==> src/shared/dac_link_consts.svh <==
// constants shared by the serial converter write link and its host
`ifndef DAC_LINK_CONSTS_SVH
`define DAC_LINK_CONSTS_SVH

// ********************
// command word layout
// ********************
`define WORD_BITS 16
`define COUNT_W 5
`define CODE_BITS 12
`define FLD_DISABLE 15
`define FLD_BUF 14
`define FLD_GAIN 13
`define FLD_ACTIVE 12
`define CODE_MSB 11
`define CMD_RESET 16'h0000

// ********************
// timing
// ********************
`define CORE_PERIOD_NS 40
`define SCK_HALF_NS 160
`define SCK_HALF_CYCLES ((`SCK_HALF_NS + `CORE_PERIOD_NS - 1) / `CORE_PERIOD_NS)
`define TIMER_W 3
`define BIT_IDX_W 4

// ********************
// host register map
// ********************
`define ADDR_W 4
`define REG_COMMAND 4'h0
`define REG_CONTROL 4'h4
`define REG_STATUS 4'h8
`define REG_LOAD 4'hC
`define CTL_AUTO_LOAD 0
`define CTL_HOLD_LOAD 1
`define CTL_IDLE_HIGH 2
`define CTL_W 3
`define CTL_RESET 3'h1
`define STS_BUSY 0
`define STS_SENT 1
`endif

==> src/shared/dac_link_pkg.sv <==
// types of the serial converter write link
package dac_link_pkg;
`include "dac_link_consts.svh"

    // three-stage pin synchroniser with agreement filter
    typedef struct packed {
        logic stage1;
        logic stage2;
        logic stage3;
        logic level;
    } sync_state_t;

    // device receiver and latches
    typedef struct packed {
        logic sckPrev;
        logic csPrev;
        logic [`WORD_BITS-1:0] shiftReg;
        logic [`COUNT_W-1:0] bitCount;
        logic [`WORD_BITS-1:0] inputReg;
        logic refBuffered;
        logic gainSelN;
        logic outputActive;
        logic [`CODE_BITS-1:0] dacCode;
        logic ampEnable;
        logic loadSwitch;
        logic wordLatched;
        logic frameDropped;
        logic commandIgnored;
    } dev_state_t;

    typedef enum logic [2:0] {H_IDLE, H_LEAD, H_LOW, H_HIGH, H_TAIL, H_GAP, H_STROBE} host_phase_t;

    // host controller
    typedef struct packed {
        host_phase_t phase;
        logic [`TIMER_W-1:0] timer;
        logic [`BIT_IDX_W-1:0] bitIdx;
        logic [`WORD_BITS-1:0] txWord;
        logic csN;
        logic sck;
        logic serialIn;
        logic loadN;
        logic [`CTL_W-1:0] control;
        logic sent;
        logic waitReq;
        logic [31:0] readData;
    } host_state_t;
endpackage

==> src/shared/dac_link_if.sv <==
// four-wire write link between host and converter
`timescale 1ns/10ps
`default_nettype none
interface dac_link_if;
    logic csN;
    logic sck;
    logic serialIn;
    logic loadN;

    modport host (output csN, output sck, output serialIn, output loadN);
    modport device (input csN, input sck, input serialIn, input loadN);
endinterface
`default_nettype wire

==> src/verilog/dac_spi_host.sv <==
// host end of the link: Avalon-MM slave registers driving a serial write master
//
// The Avalon-MM interface to the registers and the register addresses were left to the implementer.
`timescale 1ns/10ps
`default_nettype none
`include "dac_link_consts.svh"
module dac_spi_host (
    input wire logic core_clk, // system clock, 25 MHz
    input wire logic reset, // synchronous, active high
    input wire logic [`ADDR_W-1:0] avs_address, // byte address
    input wire logic avs_read, // read request
    input wire logic avs_write, // write request
    input wire logic [31:0] avs_writedata, // write data
    output logic [31:0] avs_readdata, // read data
    output logic avs_waitrequest, // high until request taken
    dac_link_if.host link // serial write link to the converter
);
    localparam logic [`TIMER_W-1:0] HALF_LAST = `TIMER_W'(`SCK_HALF_CYCLES - 1);
    localparam logic [`BIT_IDX_W-1:0] LAST_BIT = `BIT_IDX_W'(`WORD_BITS - 1);
    localparam dac_link_pkg::host_state_t HOST_RESET = '{
        phase: dac_link_pkg::H_IDLE,
        csN: 1'b1,
        loadN: 1'b1,
        control: `CTL_RESET,
        waitReq: 1'b1,
        default: '0
    };

    dac_link_pkg::host_state_t s;
    dac_link_pkg::host_state_t next_s;
    logic halfDone;
    logic idleHigh;
    logic busy;
    logic stall;

    assign halfDone = (s.timer == HALF_LAST);
    assign idleHigh = s.control[`CTL_IDLE_HIGH];
    assign busy = (s.phase != dac_link_pkg::H_IDLE);
    // new frames wait while one is running, which back-pressures software
    assign stall = avs_write && busy &&
        (avs_address == `REG_COMMAND || avs_address == `REG_LOAD);

    // ********************
    // serial engine and bus slave
    // ********************
    always_comb begin
        next_s = s;
        next_s.timer = halfDone ? '0 : s.timer + `TIMER_W'(1);
        next_s.waitReq = 1'b1;
        unique case (s.phase)
            dac_link_pkg::H_IDLE: begin
                next_s.timer = '0;
                next_s.sck = idleHigh;
                next_s.loadN = !s.control[`CTL_HOLD_LOAD];
            end
            dac_link_pkg::H_LEAD: begin
                if (halfDone) begin
                    next_s.phase = dac_link_pkg::H_LOW;
                    next_s.sck = 1'b0;
                end
            end
            dac_link_pkg::H_LOW: begin
                // data has been steady a full half period before this rise
                if (halfDone) begin
                    next_s.phase = dac_link_pkg::H_HIGH;
                    next_s.sck = 1'b1;
                end
            end
            dac_link_pkg::H_HIGH: begin
                if (halfDone && s.bitIdx == LAST_BIT) begin
                    next_s.phase = dac_link_pkg::H_TAIL;
                    next_s.sck = idleHigh;
                end else if (halfDone) begin
                    next_s.phase = dac_link_pkg::H_LOW;
                    next_s.sck = 1'b0;
                    next_s.bitIdx = s.bitIdx + `BIT_IDX_W'(1);
                    next_s.txWord = {s.txWord[`WORD_BITS-2:0], 1'b0};
                    next_s.serialIn = s.txWord[`WORD_BITS-2];
                end
            end
            dac_link_pkg::H_TAIL: begin
                // select stays low until after the last rise
                if (halfDone) begin
                    next_s.phase = dac_link_pkg::H_GAP;
                    next_s.csN = 1'b1;
                end
            end
            dac_link_pkg::H_GAP: begin
                if (halfDone) begin
                    next_s.sent = 1'b1;
                    next_s.phase = s.control[`CTL_AUTO_LOAD] ?
                        dac_link_pkg::H_STROBE : dac_link_pkg::H_IDLE;
                    next_s.loadN = !s.control[`CTL_AUTO_LOAD] && !s.control[`CTL_HOLD_LOAD];
                end
            end
            dac_link_pkg::H_STROBE: begin
                if (halfDone) begin
                    next_s.phase = dac_link_pkg::H_IDLE;
                    next_s.loadN = !s.control[`CTL_HOLD_LOAD];
                end
            end
        endcase

        // one wait cycle per access; read data stand when it drops
        if ((avs_read || avs_write) && s.waitReq && !stall) begin
            next_s.waitReq = 1'b0;
            next_s.readData = '0;
            if (avs_read && avs_address == `REG_CONTROL) begin
                next_s.readData[`CTL_W-1:0] = s.control;
            end else if (avs_read && avs_address == `REG_STATUS) begin
                next_s.readData[`STS_BUSY] = busy;
                next_s.readData[`STS_SENT] = s.sent;
            end
        end

        // a write takes effect on the edge that sees waitrequest low
        if (avs_write && !s.waitReq) begin
            if (avs_address == `REG_COMMAND) begin
                next_s.phase = dac_link_pkg::H_LEAD;
                next_s.timer = '0;
                next_s.bitIdx = '0;
                next_s.sent = 1'b0;
                next_s.csN = 1'b0;
                next_s.txWord = avs_writedata[`WORD_BITS-1:0];
                next_s.serialIn = avs_writedata[`WORD_BITS-1];
            end else if (avs_address == `REG_CONTROL) begin
                next_s.control = avs_writedata[`CTL_W-1:0];
            end else if (avs_address == `REG_LOAD) begin
                next_s.phase = dac_link_pkg::H_STROBE;
                next_s.timer = '0;
                next_s.loadN = 1'b0;
            end
        end
    end

    always_ff @(posedge core_clk) begin
        if (reset) begin
            s <= HOST_RESET;
        end else begin
            s <= next_s;
        end
    end

    assign avs_readdata = s.readData;
    assign avs_waitrequest = s.waitReq;
    assign link.csN = s.csN;
    assign link.sck = s.sck;
    assign link.serialIn = s.serialIn;
    assign link.loadN = s.loadN;
endmodule
`default_nettype wire

==> src/flat_wrapper.sv <==
// flat-port wrapper written by rule: the top's interface ports become plain ports
module dac_spi_host_flat 
  (core_clk, reset, avs_address, avs_read, avs_write, avs_writedata, avs_readdata, avs_waitrequest, link_csN, link_sck, link_serialIn, link_loadN);
  dac_link_if link_i ();
  input wire logic core_clk;
  input wire logic reset;
  input wire logic [`ADDR_W-1:0] avs_address;
  input wire logic avs_read;
  input wire logic avs_write;
  input wire logic [31:0] avs_writedata;
  output logic [31:0] avs_readdata;
  output logic avs_waitrequest;
  output wire logic [$bits(link_i.csN)-1:0] link_csN;
  output wire logic [$bits(link_i.sck)-1:0] link_sck;
  output wire logic [$bits(link_i.serialIn)-1:0] link_serialIn;
  output wire logic [$bits(link_i.loadN)-1:0] link_loadN;
  assign link_csN = link_i.csN;
  assign link_sck = link_i.sck;
  assign link_serialIn = link_i.serialIn;
  assign link_loadN = link_i.loadN;
  dac_spi_host u_core (.core_clk(core_clk), .reset(reset), .avs_address(avs_address), .avs_read(avs_read), .avs_write(avs_write), .avs_writedata(avs_writedata), .avs_readdata(avs_readdata), .avs_waitrequest(avs_waitrequest), .link(link_i));
endmodule
==> config.mk <==
export PLATFORM = sky130hd
export DESIGN_NAME = dac_spi_host_flat
export DESIGN_NICKNAME = d
export VERILOG_FILES = /design/src/shared/dac_link_pkg.sv /design/src/shared/dac_link_if.sv /design/src/verilog/dac_spi_host.sv /design/src/flat_wrapper.sv
export VERILOG_INCLUDE_DIRS = /design/src /design/src/shared
export SDC_FILE = /design/constraint.sdc
export NUM_CORES = 1
export LEC_CHECK = 0
export BUFFER_PORTS_ARGS = -buffer_cell sky130_fd_sc_hd__clkbuf_2
export CAP_MARGIN = 20
export CORE_ASPECT_RATIO = 0.6
export CORE_MARGIN = 2
export CORE_UTILIZATION = 50
export CTS_CLUSTER_SIZE = 10
export DETAILED_ROUTE_END_ITERATION = 12
export PLACE_DENSITY = 0.9
export SETUP_SLACK_MARGIN = 0.05
export SLEW_MARGIN = 40
export SYNTH_ARGS = -nofsm -noshare
export SYNTH_HDL_FRONTEND = slang
export SYNTH_SLANG_ARGS = --single-unit
==> constraint.sdc <==
create_clock -name core_clk -period 4.1 [get_ports core_clk]
set_input_delay 0.205 -clock core_clk [delete_from_list [all_inputs] [get_ports core_clk]]
set_output_delay 0.205 -clock core_clk [all_outputs]
set_load 0.02 [all_outputs]
==> out/results.ini, run 1 <==
[status]
outcome = finished clean

[floorplan]
coreArea_um2 = 3740
boundaryPins = 77
rows = 17
start_util_pct = 53.2
die_height_um = 52.9
die-width_um = 85.5
die_area_um2 = 4520

[critical_path]
crit_required_ns = 4.29
cp_num_buf_inv = 1
crit_arrival_ns = 2.13
slowest_delay_ns = 0.35
path_cells = ha_1 > and3_2 > nor4_4 > buf_4 > nor3_4 > a221o_2
crit_slowest_cell = a221o_2
crit_family = simple AND/OR/NAND/NOR gates
path_class = reg2reg
critPathCaptureType = register
start_kind = register
crit_fanout = 20

[pwr]
intPower_uw = 576
swShare_pct = 24.4
p_per_area_nw_per_um2 = 358
p_sw_uw = 186
ir_drop_mv = 0.194
clkPwrFrac_pct = 43.8
pwr-share-comb_pct = 8.4
power_frac_seq_pct = 47.8
p_leak_uw = 0.000937

[routing]
firstDrtPassIters = 4
remaining_drc_errors = 0
vias = 1549
wire_per_inst_um = 13.3
ant_nets = 0
drt-total-wl_mm = 3.80
drt_iter0_drc = 125
viasPerCell = 5.40

[finish]
fin_util_pct = 56.9
insertedDiodeCount = 0
final_common_cell = dfxtp_1
area_growth_pct = 6.98
final_cell_mix = dfxtp_1, clkbuf_2, conb_1, nand2_1, and3_1
design_area_um2 = 2130
nets = 281
drive_gt1_share_pct = 23.8

[clocking]
cts.sinks = 37
clk_latency_ns = 0.30
post_cts_resized = 0
cts_buffer_depth = 2
cts.reportedPaths.clkPinSlew_ns = 0.08
cts_hold_buf = 0
cts_buffers = 5
htree_levels = 2
cts_root_buf = clkbuf_8
postCtsSetupRepairBufs = 0
cts_tree = yes

[yosys]
yosysTopAreaCell = dfxtp_1
async_flop_share_pct = 0
synth-seq-area-share_pct = 37.2
netlist_area_um2 = 1990
synth_cell_types = 50
netlist_instances = 215
synth_edf_count = 0
syn_avg_cell_area_um2 = 9.26
ys.flop_type = dfxtp_1
yosys-top-cells-area = dfxtp_1, buf_4, a221o_1
synth_top_area_share_pct = 37.2
ys_ff_latch = 37
ys_warn_count = 0

[sta]
max_freq_ghz = 0.515
tightest_slew_ns = 0.591
hold_viol_final = 0
clock_skew_ns = 0.00620
rsz0062_at_grt = false
fin_crit_ns = 1.94
relSlewSlack_pct = 60.5
slew_violations = 0
final.period_utilization_pct = 47.4
setup_tns_ns = 0
setup_violations = 0

[global_route]
grt_overflow = 0
grt_max_degree = 21
grt_pass1_vias = 1321
grt_pass1_wl_mm = 6.25
grt_use_total_pct = 18.0
antenna_found_initial = 0

[job]
drv_cap = 0

[place]
port_buffers = 31
place_area_um2 = 2010
dp_hpwl_mm = 2.70
place_congestion = 0.899

[min_path]
hold_class = in2reg

-- cells by family (layout without fill, tap and decap cells) --
| kind of cell | count (synthesis) | in the layout | share of synthesized area, % |
|---|---|---|---|
| buffers and inverters | 45 | 42 | 16.2 |
| XOR/XNOR | 2 | 2 | 0.880 |
| AO/OA/AOI/OAI | 45 | 45 | 17.9 |
| adder cells (fa/ha/maj) | 2 | 2 | 1.26 |
| flip-flops | 37 | 37 | 37.2 |
| other | 1 | 29 | 0.188 |
| AND/OR/NAND/NOR | 78 | 78 | 23.9 |
| multiplexers | 5 | 5 | 2.51 |
-- stage by stage --
stage / total power, uW / hold slack [ns] / worst slack, ns / instances
floorplan: 439 / 0.341 / 2.38 / 243
global placement: 434 / 0.420 / 1.97 / 279
detailed placement: 435 / 0.432 / 2.18 / 279
CTS: 765 / 0.130 / 2.17 / 287
global route: 788 / 0.132 / 2.04 / 287
finish: 762 / 0.127 / 2.16 / 287
-- power by group through the flow --
stage	registers, uW	clock network, uW	logic [uW]
final	364	334	64.1
after global routing	364	354	70.1
after CTS	364	338	63.3
after detailed placement	372	0	63.0
after global placement	372	0	62.0
after floorplan	373	0	66.4
-- registers in the layout (all words and copies together), names as in the netlist --
register and flops:
u_core.link.serialIn 1, u_core.avs_waitrequest 1, u_core.link.sck 1, u_core.s 28
u_core.link.csN 1, u_core.avs_readdata 3, u_core.idleHigh 1, u_core.link.loadN 1
-- cells in the mapped netlist, drive strengths merged (3+ instances only) --
| cell | n |
|---|---|
| nand2 | 17 |
| a21oi | 12 |
| nor3 | 4 |
| clkbuf | 5 |
| o21ai | 4 |
| buf | 38 |
| nor2b | 3 |
| a221o | 15 |
| nand3 | 8 |
| nor4 | 3 |
| nor2 | 11 |
| nor3b | 4 |
| and3 | 17 |
| dfxtp | 37 |
| mux2i | 5 |
-- metal layers --
layer  track usage (%)  wire length [um]
met5                 0                 0
met1              26.3              1900
met2              24.1              1590
met3              6.71               271
met4              5.82                45
-- cell type report --
type | count | area [um2]
fillers | 325 | 1610
repair buffers | 32 | 163
multi-input cells | 161 | 1040
inverters | 2 | 7.51
flip-flops and latches | 37 | 741
clock buffers | 6 | 82.6
well taps | 47 | 58.8
clock inverters | 2 | 37.5
-- worst paths after layout --
kind	startpoint	endpoint	slack (ns)	cells past startpoint
hold / removal	avs_writedata[13]	u_core.s[54]	0.13	2
hold reg to reg	u_core.s[61]	u_core.s[61]	0.44	1
setup / recovery	u_core.s[57]	u_core.s[48]	2.16	6
setup reg to reg	u_core.s[57]	u_core.s[48]	2.16	6
Power figures use the tool's default switching activity.
==> run 2: changes to the inputs <==
--- a/config.mk
+++ b/config.mk
@@ -6,14 +6,15 @@
 export SDC_FILE = /design/constraint.sdc
 export NUM_CORES = 1
 export LEC_CHECK = 0
+export ABC_AREA = 1
 export BUFFER_PORTS_ARGS = -buffer_cell sky130_fd_sc_hd__clkbuf_2
 export CAP_MARGIN = 20
 export CORE_ASPECT_RATIO = 0.6
 export CORE_MARGIN = 2
-export CORE_UTILIZATION = 50
+export CORE_UTILIZATION = 44
 export CTS_CLUSTER_SIZE = 10
 export DETAILED_ROUTE_END_ITERATION = 12
-export PLACE_DENSITY = 0.9
+export PLACE_DENSITY = 0.84
 export SETUP_SLACK_MARGIN = 0.05
 export SLEW_MARGIN = 40
 export SYNTH_ARGS = -nofsm -noshare
==> constraint.sdc (replaced) <==
create_clock -name core_clk -period 1.7 [get_ports core_clk]
set_input_delay 0.085 -clock core_clk [delete_from_list [all_inputs] [get_ports core_clk]]
set_output_delay 0.085 -clock core_clk [all_outputs]
set_load 0.02 [all_outputs]
==> run 2 against run 1 <==
Sequential cell count stayed put. Synthesized cell count is 38% higher. Non-clock buffer count up 11. Hold slack got worse by 0.12 ns. Design area is 9.9% higher. Critical endpoint is now u_core.link.loadN. Highest routed layer unchanged.
==> out/results.ini, run 2 <==
[sta]
fin_crit_ns = 1.51  ; was 1.94 ns
slew_violations = 0  ; unchanged
final.period_utilization_pct = 88.8  ; was 47.4%
max_freq_ghz = 0.662  ; was 0.515 GHz
rsz0062_at_grt = false  ; unchanged
clock_skew_ns = 0.00226  ; was 0.00620 ns
hold_viol_final = 0  ; unchanged
worst_slack_ns = 0.190  ; was 2.16 ns
setup_violations = 0  ; unchanged
setup_tns_ns = 0  ; unchanged
holdWs_ns = 0.00292  ; was 0.127 ns

[finish]
drive_gt1_share_pct = 16.1  ; was 23.8%
multi_input_area_um2 = 1050  ; was 1040 um2
final_cell_mix = nand2_1, nor2_1, dfxtp_1, clkbuf_2, conb_1  ; was dfxtp_1, clkbuf_2, conb_1, nand2_1, and3_1
fill_cells = 454  ; was 325
insertedDiodeCount = 0  ; unchanged
fin_util_pct = 51.5  ; was 56.9%
largest_reg_flops = 28  ; unchanged
nets = 376  ; was 281
final_common_cell = nand2_1  ; was dfxtp_1
stdcell_count = 398  ; was 287
area_growth_pct = 13.7  ; was 6.98%
top_register = u_core.s  ; unchanged
seqCellArea_um2 = 741  ; unchanged

[clocking]
cts_buffer_depth = 2  ; unchanged
clk_latency_ns = 0.30  ; about the same
cts.sinks = 37  ; unchanged
cts_tree = yes  ; unchanged
cts_root_buf = clkbuf_8  ; unchanged
htree_levels = 2  ; unchanged
postCtsSetupRepairBufs = 0  ; unchanged
cts.reportedPaths.clkPinSlew_ns = 0.07  ; was 0.08 ns
cts_buffers = 5  ; unchanged

[yosys]
ys.flop_type = dfxtp_1  ; unchanged
ys_warn_count = 0  ; unchanged
synth_cell_types = 27  ; was 50
synth_commonest_cells = nand2_1, nor2_1, dfxtp_1, buf_4, o21ai_1  ; was dfxtp_1, buf_4, nand2_1, and3_1, a21oi_1
yosys-top-cells-area = dfxtp_1, buf_4, nand2_1  ; was dfxtp_1, buf_4, a221o_1
synth_top_area_share_pct = 36.0  ; was 37.2%
syn_avg_cell_area_um2 = 6.95  ; was 9.26 um2
yosysMostFrequentCell = nand2_1  ; was dfxtp_1
synth-seq-area-share_pct = 36.0  ; was 37.2%
netlist_instances = 296  ; was 215
netlist_area_um2 = 2060  ; was 1990 um2
ys_ff_latch = 37  ; unchanged
async_flop_share_pct = 0  ; unchanged
synth_edf_count = 0  ; unchanged
yosysTopAreaCell = dfxtp_1  ; unchanged

[critical_path]
r2r_end = u_core.link.loadN  ; was u_core.s[48]
start_kind = register  ; unchanged
timing.rr.start = u_core.s[61]  ; was u_core.s[57]
critPathCaptureType = register  ; unchanged
crit_family = simple AND/OR/NAND/NOR gates  ; unchanged
cp_num_buf_inv = 2  ; was 1
crit_slowest_cell = dfxtp_1  ; was a221o_2
path_class = reg2reg  ; unchanged
crit_arrival_ns = 1.71  ; was 2.13 ns
rrSetupSlack_ns = 0.19  ; was 2.16 ns
crit_required_ns = 1.90  ; was 4.29 ns
crit_fanout = 6  ; was 20
crit_top_cell = nand2_1
slowest_delay_ns = 0.32  ; was 0.35 ns
reg2reg_depth = 10  ; was 6
path_cells = ha_1 > nand2_1 > inv_1 > buf_4 > nand2_1 > nand3_1 > nand2_1 > nand2_1 > nand2_1 > nand2_1  ; was ha_1 > and3_2 > nor4_4 > buf_4 > nor3_4 > a221o_2

[floorplan]
start_util_pct = 45.3  ; was 53.2%
boundaryPins = 77  ; unchanged
die_height_um = 57.0  ; was 52.9 um
die-width_um = 92.3  ; was 85.5 um
rows = 19  ; was 17
die_area_um2 = 5260  ; was 4520 um2
coreArea_um2 = 4540  ; was 3740 um2

[routing]
ant_nets = 0  ; unchanged
viasPerCell = 4.68  ; was 5.40
firstDrtPassIters = 5  ; was 4
drt_iter0_drc = 130  ; was 125
vias = 1862  ; was 1549
drt-total-wl_mm = 4.29  ; was 3.80 mm
remaining_drc_errors = 0  ; unchanged
wire_per_inst_um = 10.8  ; was 13.3 um

[min_path]
hold_class = in2reg  ; unchanged
min_from = avs_writedata[7]  ; was avs_writedata[13]
whs_path_depth = 3  ; was 2
hold_end = u_core.s[48]  ; was u_core.s[54]

[global_route]
antenna_found_initial = 0  ; unchanged
grt_pass1_vias = 1581  ; was 1321
grt_use_total_pct = 17.2  ; was 18.0%
grt_max_degree = 22  ; was 21
grt_overflow = 0  ; unchanged
grt_pass1_wl_mm = 7.12  ; was 6.25 mm

[status]
outcome = finished clean  ; unchanged

[job]
drv_cap = 0  ; unchanged

[pwr]
p_per_area_nw_per_um2 = 803  ; was 358 nW/um2
ir_drop_mv = 0.573  ; was 0.194 mV
p_leak_uw = 0.00112  ; was 0.000937 uW

[place]
dp_slack_ns = 0.0812  ; was 2.18 ns
dp_hpwl_mm = 3.12  ; was 2.70 mm
dp.cells = 383  ; was 279
port_buffers = 31  ; unchanged
place_congestion = 0.913  ; was 0.899

run 2: worst max-delay path by stage:
stage | startpoint | endpoint | slack, ns | cells after the start
floorplan | u_core.avs_waitrequest | u_core.link.serialIn | 0.37 | 7
global placement | u_core.s[61] | u_core.s[42] | 0.13 | 6
detailed placement | u_core.s[61] | u_core.s[42] | 0.08 | 6
CTS | u_core.s[61] | u_core.s[42] | 0.06 | 6
global route | u_core.s[65] | u_core.s[51] | 0.05 | 6
finish | u_core.s[61] | u_core.link.loadN | 0.19 | 10
run 2: worst reg2reg max path: stages (launching register included):
cell and delay, ns:
dfxtp_1 0.32, ha_1 0.20, nand2_1 0.22, inv_1 0.13, buf_4 0.18, nand2_1 0.07, nand3_1 0.07, nand2_1 0.08
nand2_1 0.05, nand2_1 0.05, nand2_1 0.05
run 2: report_power, final:
group	internal (uW)	leakage, uW	switching [uW]
Sequential	876	0.000299	6.76
Combinational	55.9	0.000762	131
Clock	478	0.0000585	330
run 2: metrics by stage:
step                power [uW]  instance area (um2)
finish                    1880                 2340
global route              1930                 2340
CTS                       1880                 2330
detailed placement        1080                 2150
global placement          1070                 2150
floorplan                 1080                 2160
run 2: area by class of cell:
class / count / area share [%]
clock buffer: 7 / 3.69
clock inverter: 1 / 1.28
inverter: 24 / 3.85
multi-input combinational: 223 / 44.9
sequential: 37 / 31.7
tap: 63 / 3.37
timing repair buffer: 43 / 11.2
run 2: kinds of logic (layout without fill, tap and decap cells):
| family | Yosys count | in the layout | share of synthesized area [%] |
|---|---|---|---|
| DFF | 37 | 37 | 36.0 |
| other | 1 | 29 | 0.182 |
| adders and majority gates | 2 | 2 | 1.22 |
| AOI/OAI and AO/OA | 59 | 59 | 15.2 |
| xor gates and xnor gates | 3 | 3 | 1.28 |
| buffers and inverters | 64 | 75 | 18.4 |
| and+or+nand+nor | 130 | 130 | 27.7 |
run 2: per-layer routing:
layer | global-route usage, % | vias to the layer above | wire, um
met5 | 0 | - | 0
met4 | 7.25 | 0 | 74
met3 | 4.62 | 7 | 231
met2 | 24.7 | 47 | 1830
met1 | 24.6 | 832 | 2150
li1 | - | 976 | -
run 2: timing repair:
item / CTS / global route
gates resized for setup: 0 / 1
endpoints found under the setup margin: 0 / 18
hold endpoints to repair: 7 / 0
hold buffers: 7 / 0
==> run 3: changes to the inputs <==
--- a/config.mk
+++ b/config.mk
@@ -7,7 +7,7 @@
 export NUM_CORES = 1
 export LEC_CHECK = 0
 export ABC_AREA = 1
-export BUFFER_PORTS_ARGS = -buffer_cell sky130_fd_sc_hd__clkbuf_2
+export BUFFER_PORTS_ARGS = -buffer_cell sky130_fd_sc_hd__buf_2
 export CAP_MARGIN = 20
 export CORE_ASPECT_RATIO = 0.6
 export CORE_MARGIN = 2
==> run 3 against run 2 <==
Sequential cell count unchanged. Hold slack improved by 0.0045 ns. Sequential share of layout area increased by 1.3 points. Die area unchanged. Design area decreased by 3.9%. Final cell count decreased by 2.3%. Core utilization decreased by 2.0 points. Register-to-register slack about the same. Combinational power decreased by 9%. Critical endpoint is now u_core.s[47]. Largest cell class unchanged.
==> out/results.ini, run 3 (synthesis gave the netlist of run 2 again) <==
[routing]
wire_per_inst_um = 10.5  ; was 10.8 um
ant_nets = 0  ; unchanged
viasPerCell = 4.69  ; was 4.68
drt-total-wl_mm = 4.09  ; was 4.29 mm
vias = 1824  ; was 1862
drt_iter0_drc = 98  ; was 130
firstDrtPassIters = 4  ; was 5
remaining_drc_errors = 0  ; unchanged

[clocking]
post_cts_resized = 0  ; unchanged
cts_hold_buf = 0  ; was 7
clk_latency_ns = 0.29  ; was 0.30 ns
cts.reportedPaths.clkPinSlew_ns = 0.07  ; about the same
cts_buffers = 5  ; unchanged
postCtsSetupRepairBufs = 0  ; unchanged
htree_levels = 2  ; unchanged
cts.sinks = 37  ; unchanged
cts_buffer_depth = 2  ; unchanged
cts_root_buf = clkbuf_8  ; unchanged
cts_tree = yes  ; unchanged

[floorplan]
boundaryPins = 77  ; unchanged
die-width_um = 92.3  ; unchanged
die_height_um = 57.0  ; unchanged
rows = 19  ; unchanged
coreArea_um2 = 4540  ; unchanged
start_util_pct = 45.3  ; unchanged
die_area_um2 = 5260  ; unchanged

[global_route]
grt_use_total_pct = 16.0  ; was 17.2%
antenna_found_initial = 0  ; unchanged
grt_max_degree = 22  ; unchanged
grt_overflow = 0  ; unchanged
grt_pass1_vias = 1559  ; was 1581
grt_pass1_wl_mm = 6.81  ; was 7.12 mm

[sta]
fin_crit_ns = 1.52  ; was 1.51 ns
slew_violations = 0  ; unchanged
max_freq_ghz = 0.657  ; was 0.662 GHz
worst_slack_ns = 0.179  ; was 0.190 ns
setup_tns_ns = 0  ; unchanged
final.period_utilization_pct = 89.5  ; was 88.8%
setup_violations = 0  ; unchanged
rsz0062_at_grt = true  ; was false
hold_viol_final = 0  ; unchanged
holdWs_ns = 0.00741  ; was 0.00292 ns
clock_skew_ns = 0.00762  ; was 0.00226 ns

[critical_path]
crit_fanout = 14  ; was 6
crit_family = simple AND/OR/NAND/NOR gates  ; unchanged
start_kind = register  ; unchanged
crit_slowest_cell = dfxtp_1  ; unchanged
crit_required_ns = 1.92  ; was 1.90 ns
path_cells = ha_1 > nand3_1 > nand2_2 > nor2_4 > o21ai_0 > o21ai_1  ; was ha_1 > nand2_1 > inv_1 > buf_4 > nand2_1 > nand3_1 > nand2_1 > nand2_1 > nand2_1 > nand2_1
critPathCaptureType = register  ; unchanged
slowest_delay_ns = 0.34  ; was 0.32 ns
path_class = reg2reg  ; unchanged
crit_arrival_ns = 1.74  ; was 1.71 ns
cp_num_buf_inv = 0  ; was 2

[place]
place_congestion = 0.915  ; was 0.913
place_area_um2 = 2140  ; was 2150 um2
port_buffers = 31  ; unchanged
dp_hpwl_mm = 3.08  ; was 3.12 mm
dp_slack_ns = 0.0616  ; was 0.0812 ns

[finish]
area_growth_pct = 9.30  ; was 13.7%
nets = 368  ; was 376
design_area_um2 = 2250  ; was 2340 um2
final_cell_mix = nand2_1, nor2_1, dfxtp_1, buf_2, conb_1  ; was nand2_1, nor2_1, dfxtp_1, clkbuf_2, conb_1
largest_reg_flops = 28  ; unchanged
final_common_cell = nand2_1  ; unchanged
insertedDiodeCount = 0  ; unchanged
drive_gt1_share_pct = 16.3  ; was 16.1%
top_register = u_core.s  ; unchanged

[status]
outcome = finished clean  ; unchanged

[job]
drv_cap = 0  ; unchanged

[pwr]
p_per_area_nw_per_um2 = 793  ; was 803 nW/um2
p_leak_uw = 0.00108  ; was 0.00112 uW
power_uw = 1780  ; was 1880 uW
ir_drop_mv = 0.571  ; was 0.573 mV

[min_path]
hold_class = in2reg  ; unchanged

## run 3: area by class of cell
class                   instances  area [um2]
repair buffers                 35         185
inverters                      24        90.1
fillers                       453        2290
clock buffers                   5        68.8
well taps                      63        78.8
clock inverters                 2        35.0
multi-input cells             223        1050
flip-flops and latches         37         741
## run 3: worst register-to-register path, stage by stage (launching register included)
cell     delay, ns
dfxtp_1       0.34
ha_1          0.22
nand3_1       0.23
nand2_2       0.11
nor2_4        0.28
o21ai_0       0.15
o21ai_1       0.13
## run 3: stage by stage
step	std cells	util [%]
after floorplan	324	-
after global placement	382	47.1
after detailed placement	382	47.1
after CTS	389	49.4
after global routing	389	49.5
final	389	49.5
## run 3: per-layer routing
| layer | vias to the layer above | part of all wire (%) | wire (um) | GRT usage, % |
|---|---|---|---|---|
| li1 | 958 | - | - | - |
| met1 | 812 | 51 | 2100 | 23.2 |
| met2 | 49 | 42 | 1700 | 23.7 |
| met3 | 5 | 6.2 | 254 | 4.36 |
| met4 | 0 | 0.71 | 29 | 4.48 |
| met5 | - | 0 | 0 | 0 |
## run 3: power breakdown
group          internal (uW)  switching (uW)  total, uW  leakage, uW
combinational           44.1             126        170     0.000724
clock                    426             303        730    0.0000540
sequential               876            6.53        883     0.000299
## run 3: final timing paths
path | startpoint | to | slack (ns) | cells past startpoint
worst max-delay path | u_core.s[57] | u_core.s[47] | 0.18 | 6
worst min-delay path | avs_writedata[9] | u_core.s[50] | 0.007 | 3
worst max register to register | u_core.s[57] | u_core.s[47] | 0.18 | 6
worst min register to register | u_core.s[61] | u_core.s[61] | 0.42 | 1
